File: src/cup_pkg.sv
`default_nettype none
package cup_pkg;
  // Register byte addresses
  localparam logic [7:0] ADDR_CONTROL = 8'h00;
  localparam logic [7:0] ADDR_RESULT_LOW = 8'h04;
  localparam logic [7:0] ADDR_RESULT_HIGH = 8'h08;
  localparam logic [7:0] ADDR_RESTART_DELAY = 8'h0C;
  localparam logic [7:0] ADDR_SHUTDOWN = 8'h10;
  localparam logic [7:0] ADDR_IRQ_STATUS = 8'h14;
  localparam logic [7:0] ADDR_IRQ_MASK = 8'h18;
  localparam logic [7:0] ADDR_PIN_CONTROL = 8'h1C;
  localparam logic [7:0] RESET_BYTE = 8'h00;
  // Pin control comes out of reset as an input
  localparam logic [7:0] PIN_CONTROL_RESET = 8'h01;
  // Capture mode field codes (low nibble of control)
  localparam logic [3:0] MODE_OFF = 4'h0;
  localparam logic [3:0] MODE_FALL = 4'h4;
  localparam logic [3:0] MODE_RISE = 4'h5;
  localparam logic [3:0] MODE_RISE4 = 4'h6;
  localparam logic [3:0] MODE_RISE16 = 4'h7;
  localparam int RESTART_BIT = 7;
  localparam int SHUTDOWN_STATUS_BIT = 7;
  localparam int IRQ_CAPTURE_BIT = 0;
  // Pin control: bit 0 direction (1 = input), bit 1 output latch
  localparam int PIN_DIR_BIT = 0;
  localparam int PIN_LATCH_BIT = 1;
  localparam logic [3:0] PRESCALE_WRAP4 = 4'h3;
  localparam logic [3:0] PRESCALE_WRAP16 = 4'hF;
  localparam logic [1:0] RESP_OKAY = 2'h0;
  localparam logic [1:0] RESP_SLVERR = 2'h2;
  // Delay unit: one instruction cycle is four oscillator periods
  localparam int OSC_PER_INSTR = 4;
  localparam logic [1:0] QUARTER_LAST = 2'h3;

  typedef struct packed {
    logic valid;
    logic [7:0] addr;
    logic [31:0] data;
  } cup_req_t;
endpackage : cup_pkg
`default_nettype wire

File: src/cup_capture.sv
// Implementation choices: the AXI4-Lite register port and the address map.
`default_nettype none
// Overview of operation
// - Qualifying capture-pin event copies the 16-bit timer into result pair.
// - Mode field selects falling, rising, every 4th or 16th rising edge.
// - Every capture sets the capture interrupt flag.
// - A new capture overwrites an unread result without hold-off.
// - With pin as output, port writes changing level can cause a capture.
// - A mode change may set a spurious capture flag.
// - Prescaler counter held clear when off or not in capture mode.
// - Every reset clears the prescaler counter.
// - Direct switch between 4th and 16th modes keeps the count; false capture possible.
// - With restart enable set, shutdown status self-clears when cause ends.
// - Delay count delays active-going PWM edges by instruction cycles.
module cup_capture
  import cup_pkg::*;
(
  // Clock and reset
  input wire logic aclk,
  input wire logic aresetn,
  // AXI4-Lite write address
  input wire logic [7:0] s_axi_awaddr,
  input wire logic s_axi_awvalid,
  output logic s_axi_awready,
  // AXI4-Lite write data
  input wire logic [31:0] s_axi_wdata,
  input wire logic [3:0] s_axi_wstrb,
  input wire logic s_axi_wvalid,
  output logic s_axi_wready,
  // AXI4-Lite write response
  output logic [1:0] s_axi_bresp,
  output logic s_axi_bvalid,
  input wire logic s_axi_bready,
  // AXI4-Lite read address
  input wire logic [7:0] s_axi_araddr,
  input wire logic s_axi_arvalid,
  output logic s_axi_arready,
  // AXI4-Lite read data
  output logic [31:0] s_axi_rdata,
  output logic [1:0] s_axi_rresp,
  output logic s_axi_rvalid,
  input wire logic s_axi_rready,
  // Capture pin, three signals; oe low while driving
  input wire logic capture_pin_in,
  output logic capture_pin_out,
  output logic capture_pin_oe_n,
  // Shared timer and PWM side
  input wire logic [15:0] shared_sixteen_bit_timer,
  input wire logic shutdown_event,
  input wire logic pwm_request,
  output logic pwm_active,
  // Interrupt
  output logic irq
);
  logic [7:0] capture_unit_control;
  logic [7:0] capture_result_low;
  logic [7:0] capture_result_high;
  logic [7:0] pwm_restart_delay_control;
  logic [7:0] auto_shutdown_control;
  logic [7:0] irq_status;
  logic [7:0] irq_mask;
  logic [7:0] pin_control;
  logic [3:0] prescale_count;
  logic pin_meta;
  logic pin_sync;
  logic pin_prev;
  logic rise_edge;
  logic fall_edge;
  logic capture_event;
  logic mode_change;
  logic pin_level;
  logic pwm_delayed;
  logic aw_held;
  logic w_held;
  cup_req_t wr_req;
  logic [7:0] aw_addr;
  logic [31:0] w_data;
  logic [3:0] w_strb;
  logic [3:0] mode;

  assign mode = capture_unit_control[3:0];

  // ------------------------------------------------------------
  // Bus write channel
  // ------------------------------------------------------------
  // Address and data are taken in either order; response follows both
  always_ff @(posedge aclk)
  begin
    if (!aresetn)
    begin
      aw_held <= 1'b0;
      w_held <= 1'b0;
      aw_addr <= 8'h00;
      w_data <= 32'h0000_0000;
      w_strb <= 4'h0;
      s_axi_bvalid <= 1'b0;
      s_axi_bresp <= RESP_OKAY;
    end
    else
    begin
      if (s_axi_awvalid && s_axi_awready)
      begin
        aw_held <= 1'b1;
        aw_addr <= s_axi_awaddr;
      end
      if (s_axi_wvalid && s_axi_wready)
      begin
        w_held <= 1'b1;
        w_data <= s_axi_wdata;
        w_strb <= s_axi_wstrb;
      end
      if (wr_req.valid)
      begin
        aw_held <= 1'b0;
        w_held <= 1'b0;
        s_axi_bvalid <= 1'b1;
        s_axi_bresp <= (aw_addr > ADDR_PIN_CONTROL || aw_addr[1:0] != 2'h0)
          ? RESP_SLVERR : RESP_OKAY;
      end
      else if (s_axi_bvalid && s_axi_bready)
        s_axi_bvalid <= 1'b0;
    end
  end

  always_ff @(posedge aclk)
  begin
    if (!aresetn)
    begin
      s_axi_awready <= 1'b0;
      s_axi_wready <= 1'b0;
    end
    else
    begin
      s_axi_awready <= !aw_held && !(s_axi_awvalid && s_axi_awready)
        && !s_axi_bvalid && !wr_req.valid;
      s_axi_wready <= !w_held && !(s_axi_wvalid && s_axi_wready)
        && !s_axi_bvalid && !wr_req.valid;
    end
  end

  // Only the low byte lane carries data; other lanes are ignored
  assign wr_req.valid = aw_held && w_held && !s_axi_bvalid;
  assign wr_req.addr = aw_addr;
  assign wr_req.data = w_data;

  // ------------------------------------------------------------
  // Registers written by software
  // ------------------------------------------------------------
  always_ff @(posedge aclk)
  begin
    if (!aresetn)
    begin
      capture_unit_control <= RESET_BYTE;
      pwm_restart_delay_control <= RESET_BYTE;
      irq_mask <= RESET_BYTE;
      pin_control <= PIN_CONTROL_RESET;
    end
    else if (wr_req.valid && w_strb[0])
    begin
      unique case (wr_req.addr)
        ADDR_CONTROL: capture_unit_control <= wr_req.data[7:0];
        ADDR_RESTART_DELAY: pwm_restart_delay_control <= wr_req.data[7:0];
        ADDR_IRQ_MASK: irq_mask <= wr_req.data[7:0];
        ADDR_PIN_CONTROL: pin_control <= wr_req.data[7:0];
        default: ;
      endcase
    end
  end

  assign mode_change = wr_req.valid && w_strb[0]
    && wr_req.addr == ADDR_CONTROL && wr_req.data[3:0] != mode;

  // ------------------------------------------------------------
  // Capture pin and edge detection
  // ------------------------------------------------------------
  // Output latch drives the pin when direction is output
  always_ff @(posedge aclk)
  begin
    if (!aresetn)
    begin
      capture_pin_out <= 1'b0;
      capture_pin_oe_n <= 1'b1;
    end
    else
    begin
      capture_pin_out <= pin_control[PIN_LATCH_BIT];
      capture_pin_oe_n <= pin_control[PIN_DIR_BIT];
    end
  end

  // Driven level loops back so port writes make edges too
  assign pin_level = capture_pin_oe_n ? capture_pin_in
    : capture_pin_out;

  always_ff @(posedge aclk)
  begin
    if (!aresetn)
    begin
      pin_meta <= 1'b0;
      pin_sync <= 1'b0;
      pin_prev <= 1'b0;
    end
    else
    begin
      pin_meta <= pin_level;
      pin_sync <= pin_meta;
      pin_prev <= pin_sync;
    end
  end

  assign rise_edge = pin_sync && !pin_prev;
  assign fall_edge = !pin_sync && pin_prev;

  // ------------------------------------------------------------
  // Prescaler and capture event
  // ------------------------------------------------------------
  // Count survives a direct switch between divided settings
  always_ff @(posedge aclk)
  begin
    if (!aresetn)
      prescale_count <= 4'h0;
    else if (mode != MODE_RISE4 && mode != MODE_RISE16)
      prescale_count <= 4'h0;
    else if (rise_edge)
    begin
      if (mode == MODE_RISE4 && prescale_count[1:0] == PRESCALE_WRAP4[1:0])
        prescale_count <= 4'h0;
      else
        prescale_count <= prescale_count + 4'h1;
    end
  end

  always_comb
  begin
    unique case (mode)
      MODE_FALL: capture_event = fall_edge;
      MODE_RISE: capture_event = rise_edge;
      MODE_RISE4: capture_event = rise_edge
        && prescale_count[1:0] == PRESCALE_WRAP4[1:0];
      MODE_RISE16: capture_event = rise_edge
        && prescale_count == PRESCALE_WRAP16;
      default: capture_event = 1'b0;
    endcase
  end

  // No hold-off: each event overwrites the pair whether read or not
  always_ff @(posedge aclk)
  begin
    if (!aresetn)
    begin
      capture_result_low <= RESET_BYTE;
      capture_result_high <= RESET_BYTE;
    end
    else if (capture_event)
    begin
      capture_result_low <= shared_sixteen_bit_timer[7:0];
      capture_result_high <= shared_sixteen_bit_timer[15:8];
    end
    else if (wr_req.valid && w_strb[0] && wr_req.addr == ADDR_RESULT_LOW)
      capture_result_low <= wr_req.data[7:0];
    else if (wr_req.valid && w_strb[0] && wr_req.addr == ADDR_RESULT_HIGH)
      capture_result_high <= wr_req.data[7:0];
  end

  // ------------------------------------------------------------
  // Interrupt status
  // ------------------------------------------------------------
  // Write one to clear; a capture in the same cycle wins
  always_ff @(posedge aclk)
  begin
    if (!aresetn)
      irq_status <= RESET_BYTE;
    else
    begin
      if (wr_req.valid && w_strb[0] && wr_req.addr == ADDR_IRQ_STATUS)
        irq_status <= irq_status & ~wr_req.data[7:0];
      if (capture_event || (mode_change && capture_unit_control != RESET_BYTE))
        irq_status[IRQ_CAPTURE_BIT] <= 1'b1;
    end
  end

  always_ff @(posedge aclk)
  begin
    if (!aresetn)
      irq <= 1'b0;
    else
      irq <= |(irq_status & irq_mask);
  end

  // ------------------------------------------------------------
  // Auto-shutdown and restart
  // ------------------------------------------------------------
  always_ff @(posedge aclk)
  begin
    if (!aresetn)
      auto_shutdown_control <= RESET_BYTE;
    else if (shutdown_event)
      auto_shutdown_control[SHUTDOWN_STATUS_BIT] <= 1'b1;
    else if (pwm_restart_delay_control[RESTART_BIT]
      && auto_shutdown_control[SHUTDOWN_STATUS_BIT])
      auto_shutdown_control[SHUTDOWN_STATUS_BIT] <= 1'b0;
    else if (wr_req.valid && w_strb[0] && wr_req.addr == ADDR_SHUTDOWN)
      auto_shutdown_control <= wr_req.data[7:0];
  end

  cup_delay u_delay (
    .aclk(aclk),
    .aresetn(aresetn),
    .delay_count(pwm_restart_delay_control[6:0]),
    .pwm_request(pwm_request),
    .pwm_delayed(pwm_delayed)
  );

  // Shutdown forces the output inactive until the status bit clears
  always_ff @(posedge aclk)
  begin
    if (!aresetn)
      pwm_active <= 1'b0;
    else
      pwm_active <= pwm_delayed
        && !auto_shutdown_control[SHUTDOWN_STATUS_BIT];
  end

  // ------------------------------------------------------------
  // Bus read channel
  // ------------------------------------------------------------
  always_ff @(posedge aclk)
  begin
    if (!aresetn)
    begin
      s_axi_arready <= 1'b0;
      s_axi_rvalid <= 1'b0;
      s_axi_rdata <= 32'h0000_0000;
      s_axi_rresp <= RESP_OKAY;
    end
    else
    begin
      s_axi_arready <= !s_axi_rvalid && !(s_axi_arvalid && s_axi_arready);
      if (s_axi_arvalid && s_axi_arready)
      begin
        s_axi_rvalid <= 1'b1;
        s_axi_rresp <= RESP_OKAY;
        unique case (s_axi_araddr)
          ADDR_CONTROL: s_axi_rdata <= {24'h0, capture_unit_control};
          ADDR_RESULT_LOW: s_axi_rdata <= {24'h0, capture_result_low};
          ADDR_RESULT_HIGH: s_axi_rdata <= {24'h0, capture_result_high};
          ADDR_RESTART_DELAY:
            s_axi_rdata <= {24'h0, pwm_restart_delay_control};
          ADDR_SHUTDOWN: s_axi_rdata <= {24'h0, auto_shutdown_control};
          ADDR_IRQ_STATUS: s_axi_rdata <= {24'h0, irq_status};
          ADDR_IRQ_MASK: s_axi_rdata <= {24'h0, irq_mask};
          ADDR_PIN_CONTROL: s_axi_rdata <= {24'h0, pin_control};
          default:
          begin
            s_axi_rdata <= 32'h0000_0000;
            s_axi_rresp <= RESP_SLVERR;
          end
        endcase
      end
      else if (s_axi_rvalid && s_axi_rready)
        s_axi_rvalid <= 1'b0;
    end
  end

  // ------------------------------------------------------------
  // Checks
  // ------------------------------------------------------------
  a_capture_copies_timer : assert property (@(posedge aclk)
    disable iff (!aresetn) capture_event
    |=> {capture_result_high, capture_result_low}
      == $past(shared_sixteen_bit_timer))
    else $error("capture did not latch timer");
  a_rise_mode_edge : assert property (@(posedge aclk)
    disable iff (!aresetn) mode == MODE_RISE && rise_edge
    |-> capture_event)
    else $error("rising edge missed in rise mode");
  a_fall_mode_edge : assert property (@(posedge aclk)
    disable iff (!aresetn) mode == MODE_FALL && (rise_edge || fall_edge)
    |-> capture_event == fall_edge)
    else $error("fall mode took the wrong edge");
  a_capture_sets_flag : assert property (@(posedge aclk)
    disable iff (!aresetn) capture_event
    |=> irq_status[IRQ_CAPTURE_BIT])
    else $error("capture flag not set");
  a_flag_sticky : assert property (@(posedge aclk)
    disable iff (!aresetn) irq_status[IRQ_CAPTURE_BIT]
    && !(wr_req.valid && wr_req.addr == ADDR_IRQ_STATUS)
    |=> irq_status[IRQ_CAPTURE_BIT])
    else $error("capture flag cleared by hardware");
  a_prescale_idle : assert property (@(posedge aclk)
    disable iff (!aresetn) mode == MODE_OFF
    |=> prescale_count == 4'h0)
    else $error("prescaler not held clear");
  a_sync_two_stage : assert property (@(posedge aclk)
    disable iff (!aresetn) $rose(pin_level) ##1 pin_level
    |=> pin_sync)
    else $error("synchroniser depth wrong");
  a_restart_clears : assert property (@(posedge aclk)
    disable iff (!aresetn) pwm_restart_delay_control[RESTART_BIT]
    && auto_shutdown_control[SHUTDOWN_STATUS_BIT] && !shutdown_event
    |=> !auto_shutdown_control[SHUTDOWN_STATUS_BIT])
    else $error("shutdown status did not self-clear");
  a_irq_follows : assert property (@(posedge aclk)
    disable iff (!aresetn) |(irq_status & irq_mask) |=> irq)
    else $error("interrupt output not raised");
endmodule : cup_capture
`default_nettype wire

File: src/cup_delay.sv
`default_nettype none
module cup_delay
  import cup_pkg::*;
(
  // Clock and reset
  input wire logic aclk,
  input wire logic aresetn,
  // Control
  input wire logic [6:0] delay_count,
  input wire logic pwm_request,
  // Delayed waveform
  output logic pwm_delayed
);
  logic [1:0] quarter;
  logic [6:0] remaining;
  logic pending;

  // Instruction-cycle tick: one every four system clocks
  always_ff @(posedge aclk)
  begin
    if (!aresetn)
      quarter <= 2'h0;
    else
      quarter <= quarter + 2'h1;
  end

  // Active-going edges wait delay_count ticks; inactive edges pass at once
  always_ff @(posedge aclk)
  begin
    if (!aresetn)
    begin
      pending <= 1'b0;
      remaining <= 7'h00;
      pwm_delayed <= 1'b0;
    end
    else if (!pwm_request)
    begin
      pending <= 1'b0;
      pwm_delayed <= 1'b0;
    end
    else if (!pwm_delayed && !pending)
    begin
      if (delay_count == 7'h00)
        pwm_delayed <= 1'b1;
      else
      begin
        pending <= 1'b1;
        remaining <= delay_count;
      end
    end
    else if (pending && quarter == QUARTER_LAST)
    begin
      if (remaining == 7'h01)
      begin
        pending <= 1'b0;
        pwm_delayed <= 1'b1;
      end
      remaining <= remaining - 7'h01;
    end
  end

  a_delay_zero_pass : assert property (
    @(posedge aclk) disable iff (!aresetn)
    $rose(pwm_request) && delay_count == 7'h00 && !pwm_delayed
    |=> pwm_delayed)
    else $error("zero delay did not pass edge");
  // Two or more ticks can never finish within the first four clocks
  a_delay_not_early : assert property (
    @(posedge aclk) disable iff (!aresetn)
    $rose(pwm_request) && delay_count > 7'h01 && !pwm_delayed
    |=> !pwm_delayed [*4])
    else $error("active edge came too early");
endmodule : cup_delay
`default_nettype wire

File: config.mk
export PLATFORM = sky130hd
export DESIGN_NAME = cup_capture
export DESIGN_NICKNAME = d
export VERILOG_FILES = /design/src/cup_pkg.sv /design/src/cup_capture.sv /design/src/cup_delay.sv
export SDC_FILE = /design/constraint.sdc
export NUM_CORES = 1
export LEC_CHECK = 0
export ABC_AREA = 0
export BUFFER_PORTS_ARGS = -buffer_cell sky130_fd_sc_hd__buf_2
export CAP_MARGIN = 20
export CELL_PAD_IN_SITES_DETAIL_PLACEMENT = 1
export CELL_PAD_IN_SITES_GLOBAL_PLACEMENT = 1
export CORE_AREA = 2 2 120 122
export DETAILED_ROUTE_END_ITERATION = 7
export DIE_AREA = 0 0 122 124
export GPL_TIMING_DRIVEN = 0
export PLACE_DENSITY_LB_ADDON = 0.25
export REMOVE_ABC_BUFFERS = 1
export SLEW_MARGIN = 20
export SYNTH_ARGS = -nofsm -noshare
export SYNTH_HDL_FRONTEND = slang
export SYNTH_HIERARCHICAL = 1
export SYNTH_SLANG_ARGS = --single-unit
File: constraint.sdc
create_clock -name aclk -period 5.4 [get_ports aclk]
set_input_delay 0.27 -clock aclk [delete_from_list [all_inputs] [get_ports aclk]]
set_output_delay 0.27 -clock aclk [all_outputs]
set_load 0.005 [all_outputs]
==> summary.md <==
| Metric | Value |
|---|---|
| Worst skew pair latency | about 0.42 ns |
| Num CTS Buffers | 17 |
| Placer Congestion | 0.835 |
| Hold Buf Count CTS | 0 |
| Synth warnings | 6 |
| Worst Tran Pin Value | 0.910 ns |
| Number of global-route vias before repair | 4985 |
| Cell count after synthesis | 623 |
| Max frequency | approximately 400 MHz |
| Routed Antenna Nets | 0 |
| Port Buffers | 69 |
| Met2 Use GR | 40.3% |
| Area leader, netlist | dfxtp_1 |
| EDFF count, synth | 0 |
| Async SR Flop Fraction | 0% |
| Design Area, Final | 6590 um2 |
| Top post-synthesis cells by area | dfxtp_1, mux2i_1, a21oi_1, nand2_1, buf_4 |
| Max_slew headroom | 38.9% |
| Worst min path class | in2reg |
| Sequential share of the synthesized area | 41.9% |
| CTS clock-pin slew for the worst setup and hold paths | about 0.060 ns |
| Top post-synthesis cells by count | dfxtp_1, nand2_1, mux2i_1 |
| Reg2reg setup slack | ~2.9 ns |
| HPWL Detailed | about 11000 um |
| GRT Util Overall | a little under a quarter |
| Setup crit start | capture_unit_control[0] |
| Reg2reg path depth | 5 |
| Synthesized area | 5740 um2 |
| Multi-input logic area | 2980 um2 |
| Buf/Inv on CP | 1 |
| Share of the synthesized area in the top cell type | around two fifths |
| Root Buffer | clkbuf_16 |
| Die area | 15100 um2 |
| Hold Violations, Final | 0 |
| Syn-to-layout area delta | 14.9% |
| NumNets Final | roughly 760 |
| Total grt overflow | 0 |
| Post_cts resized | 0 |
| CP top delay family | simple AND/OR/NAND/NOR gates |
| Slew Limit Fails | 0 |
| GR peak layer | met2 |
| Vias per cell | 5.50 |
| GRT met1 Usage | 27.3% |
| First-pass GRT wire length | roughly 26000 um |
| Most used DFF post-synth | dfxtp_1 |
| Iteration-0 DRC Markers | roughly 210 |
| CP cell instances | and3b_1, o211ai_1, buf_4, and2_1, a211oi_1 |
| Register bit total from synthesis | 120 |
| Core ar. | between 10000 and 15000 um2 |
| R2R Path End | capture_result_low[2] |
| Outcome | complete, no violations |
| Avg Inst Size Synth | ~9.2 um2 |
| Initial antenna violation count | 0 |
| Site row count | 43 |
| Placed inst area | 6020 um2 |
| Area occupied by registers | around 2400 um2 |
| Largest net degree at the start of global routing | 48 |
| H-tree depth | 4 |
| CP required | 5.66 ns |
| # setup viols final | 0 |
| Fraction of layout instances using a drive strength above 1 | 19.1% |
| Clock Skew | 0.00856 ns |
| Vias | 4764 |
| Max FO, Critical Path | 16 |
| Tot Pwr | 0.00213 W |
| Grt met3 use | 4.49% |
| CP Launch Type | flop |
| Antenna cells | 0 |
| Max incr delay on CP | 0.67 ns |
| DRC viols | 0 |
| Fin crit share | 46.2% |
| Final Routed Wirelength | 16200 um |
| End of the critical path | capture_result_low[2] |
| Post-layout util | 48.0% |
| Launching point of the worst reg2reg path | capture_unit_control[0] |
| Max-cap viol count | 0 |
| Pleak | 2.37 nW |
| Die Y | about 120 um |
| CP Class | reg2reg |
| RSZ-0062 raised after global routing | false |
| CTS Buffer Depth | 2 |
| Setup repair bufs after CTS | 0 |
| TritonRoute pass-1 iters | 4 |
| Starting Density | 41.8% |
| Netlist cell types | a little over 60 |
| Num ports | 123 |
| Worst VDD drop | ~0.00022 V |
| Count leader, synth | dfxtp_1 |
| Pwr/cell area | 323 nW/um2 |
| Setup tns final | 0 ns |
| Crit path time final | 2.49 ns |
| WP data arrival | 2.75 ns |
| Fillers | around 1600 |
| Drt wl/cell | 18.7 um |
| CTS Sinks | 120 |
| CTS tree | built |
| Slowest cell on the critical path | and2_1 |
| Levels on crit path | 5 |
| DIE WIDTH | 122 um |
| Crit path capture type | flop |
[sequential cells by signal (all words and copies together) (netlist names), 2 cells and up]
| register | flops |
|---|---|
| auto_shutdown_control | 8 |
| u_delay/remaining | 7 |
| capture_unit_control | 8 |
| irq_mask | 8 |
| aw_addr | 8 |
| capture_result_low | 8 |
| pin_control | 8 |
| prescale_count | 4 |
| s_axi_rdata | 8 |
| capture_result_high | 8 |
| u_delay/quarter | 2 |
| pwm_restart_delay_control | 8 |
| w_data | 8 |
| irq_status | 8 |
[cells in the final DEF (no fill, tap or decap), types with 11 or more instances in the layout]
cell / instances
dfxtp_1: 120
nand2_1: 73
buf_2: 70
mux2i_1: 64
a21oi_1: 63
nor2_1: 50
conb_1: 26
o21ai_0: 19
clkbuf_16: 17
nor3_1: 13
nand3_1: 11
[cell type report]
type                            instances  area share (%)
Clock inverter                         10            1.56
Tap cell                              180            3.42
Inverter                               10           0.608
Multi-Input combinational cell        453            45.2
Sequential cell                       120            36.5
Clock buffer                           21            6.99
Timing Repair Buffer                   72            5.73
[cell families (layout without fill, tap and decap cells)]
family / Yosys count / count (layout) / synth area share (%)
xor gates and xnor gates: 4 / 4 / 0.611
and+or+nand+nor: 205 / 205 / 18.8
adders and majority gates: 4 / 4 / 0.873
other: 1 / 26 / 0.0654
DFF: 120 / 120 / 41.9
muxes: 72 / 72 / 14.1
AOI/OAI and AO/OA: 142 / 142 / 15.8
buffers and inverters: 75 / 113 / 7.90
[how the worst min path moves through the flow]
stage / from / end / slack (ns) / depth (start not counted)
after floorplan: aresetn / pin_control[0] / 0.33 / 1
after global placement: u_delay/quarter[0] / u_delay/quarter[0] / 0.41 / 1
after detailed placement: pin_meta / pin_sync / 0.42 / 1
after CTS: s_axi_wstrb[0] / w_strb[0] / 0.07 / 3
after global routing: s_axi_wdata[1] / w_data[1] / 0.09 / 3
final: s_axi_wstrb[0] / w_strb[0] / 0.09 / 3
[tightest hold or removal path, stage by stage]
cell     delay (ns)
buf_2          0.09
nand2_1        0.04
a21oi_1        0.05
[per-stage QoR]
stage | instances | setup slack, ns | hold WS [ns]
2_1_floorplan | 583 | 2.66 | 0.332
3_3_place_gp | 832 | 2.01 | 0.413
3_5_place_dp | 834 | 2.65 | 0.425
4_1_cts | 865 | 2.63 | 0.0680
5_1_grt | 866 | 2.73 | 0.0877
6_report | 866 | 2.91 | 0.0858
[metal layers]
metal	part of all wire [%]	wire, um
met1	45	7230
met2	49	7940
met3	4.4	709
met4	2.0	331
met5	0	0
[power by group]
part	internal [W]	switching (W)	leakage [nW]
Clock	0.000693	0.000396	0.282
Combinational	0.0000427	0.0000721	1.12
Sequential	0.000901	0.0000234	0.971
Total	0.00164	0.000491	2.37
No activity file was read; power rests on OpenSTA's default activity.
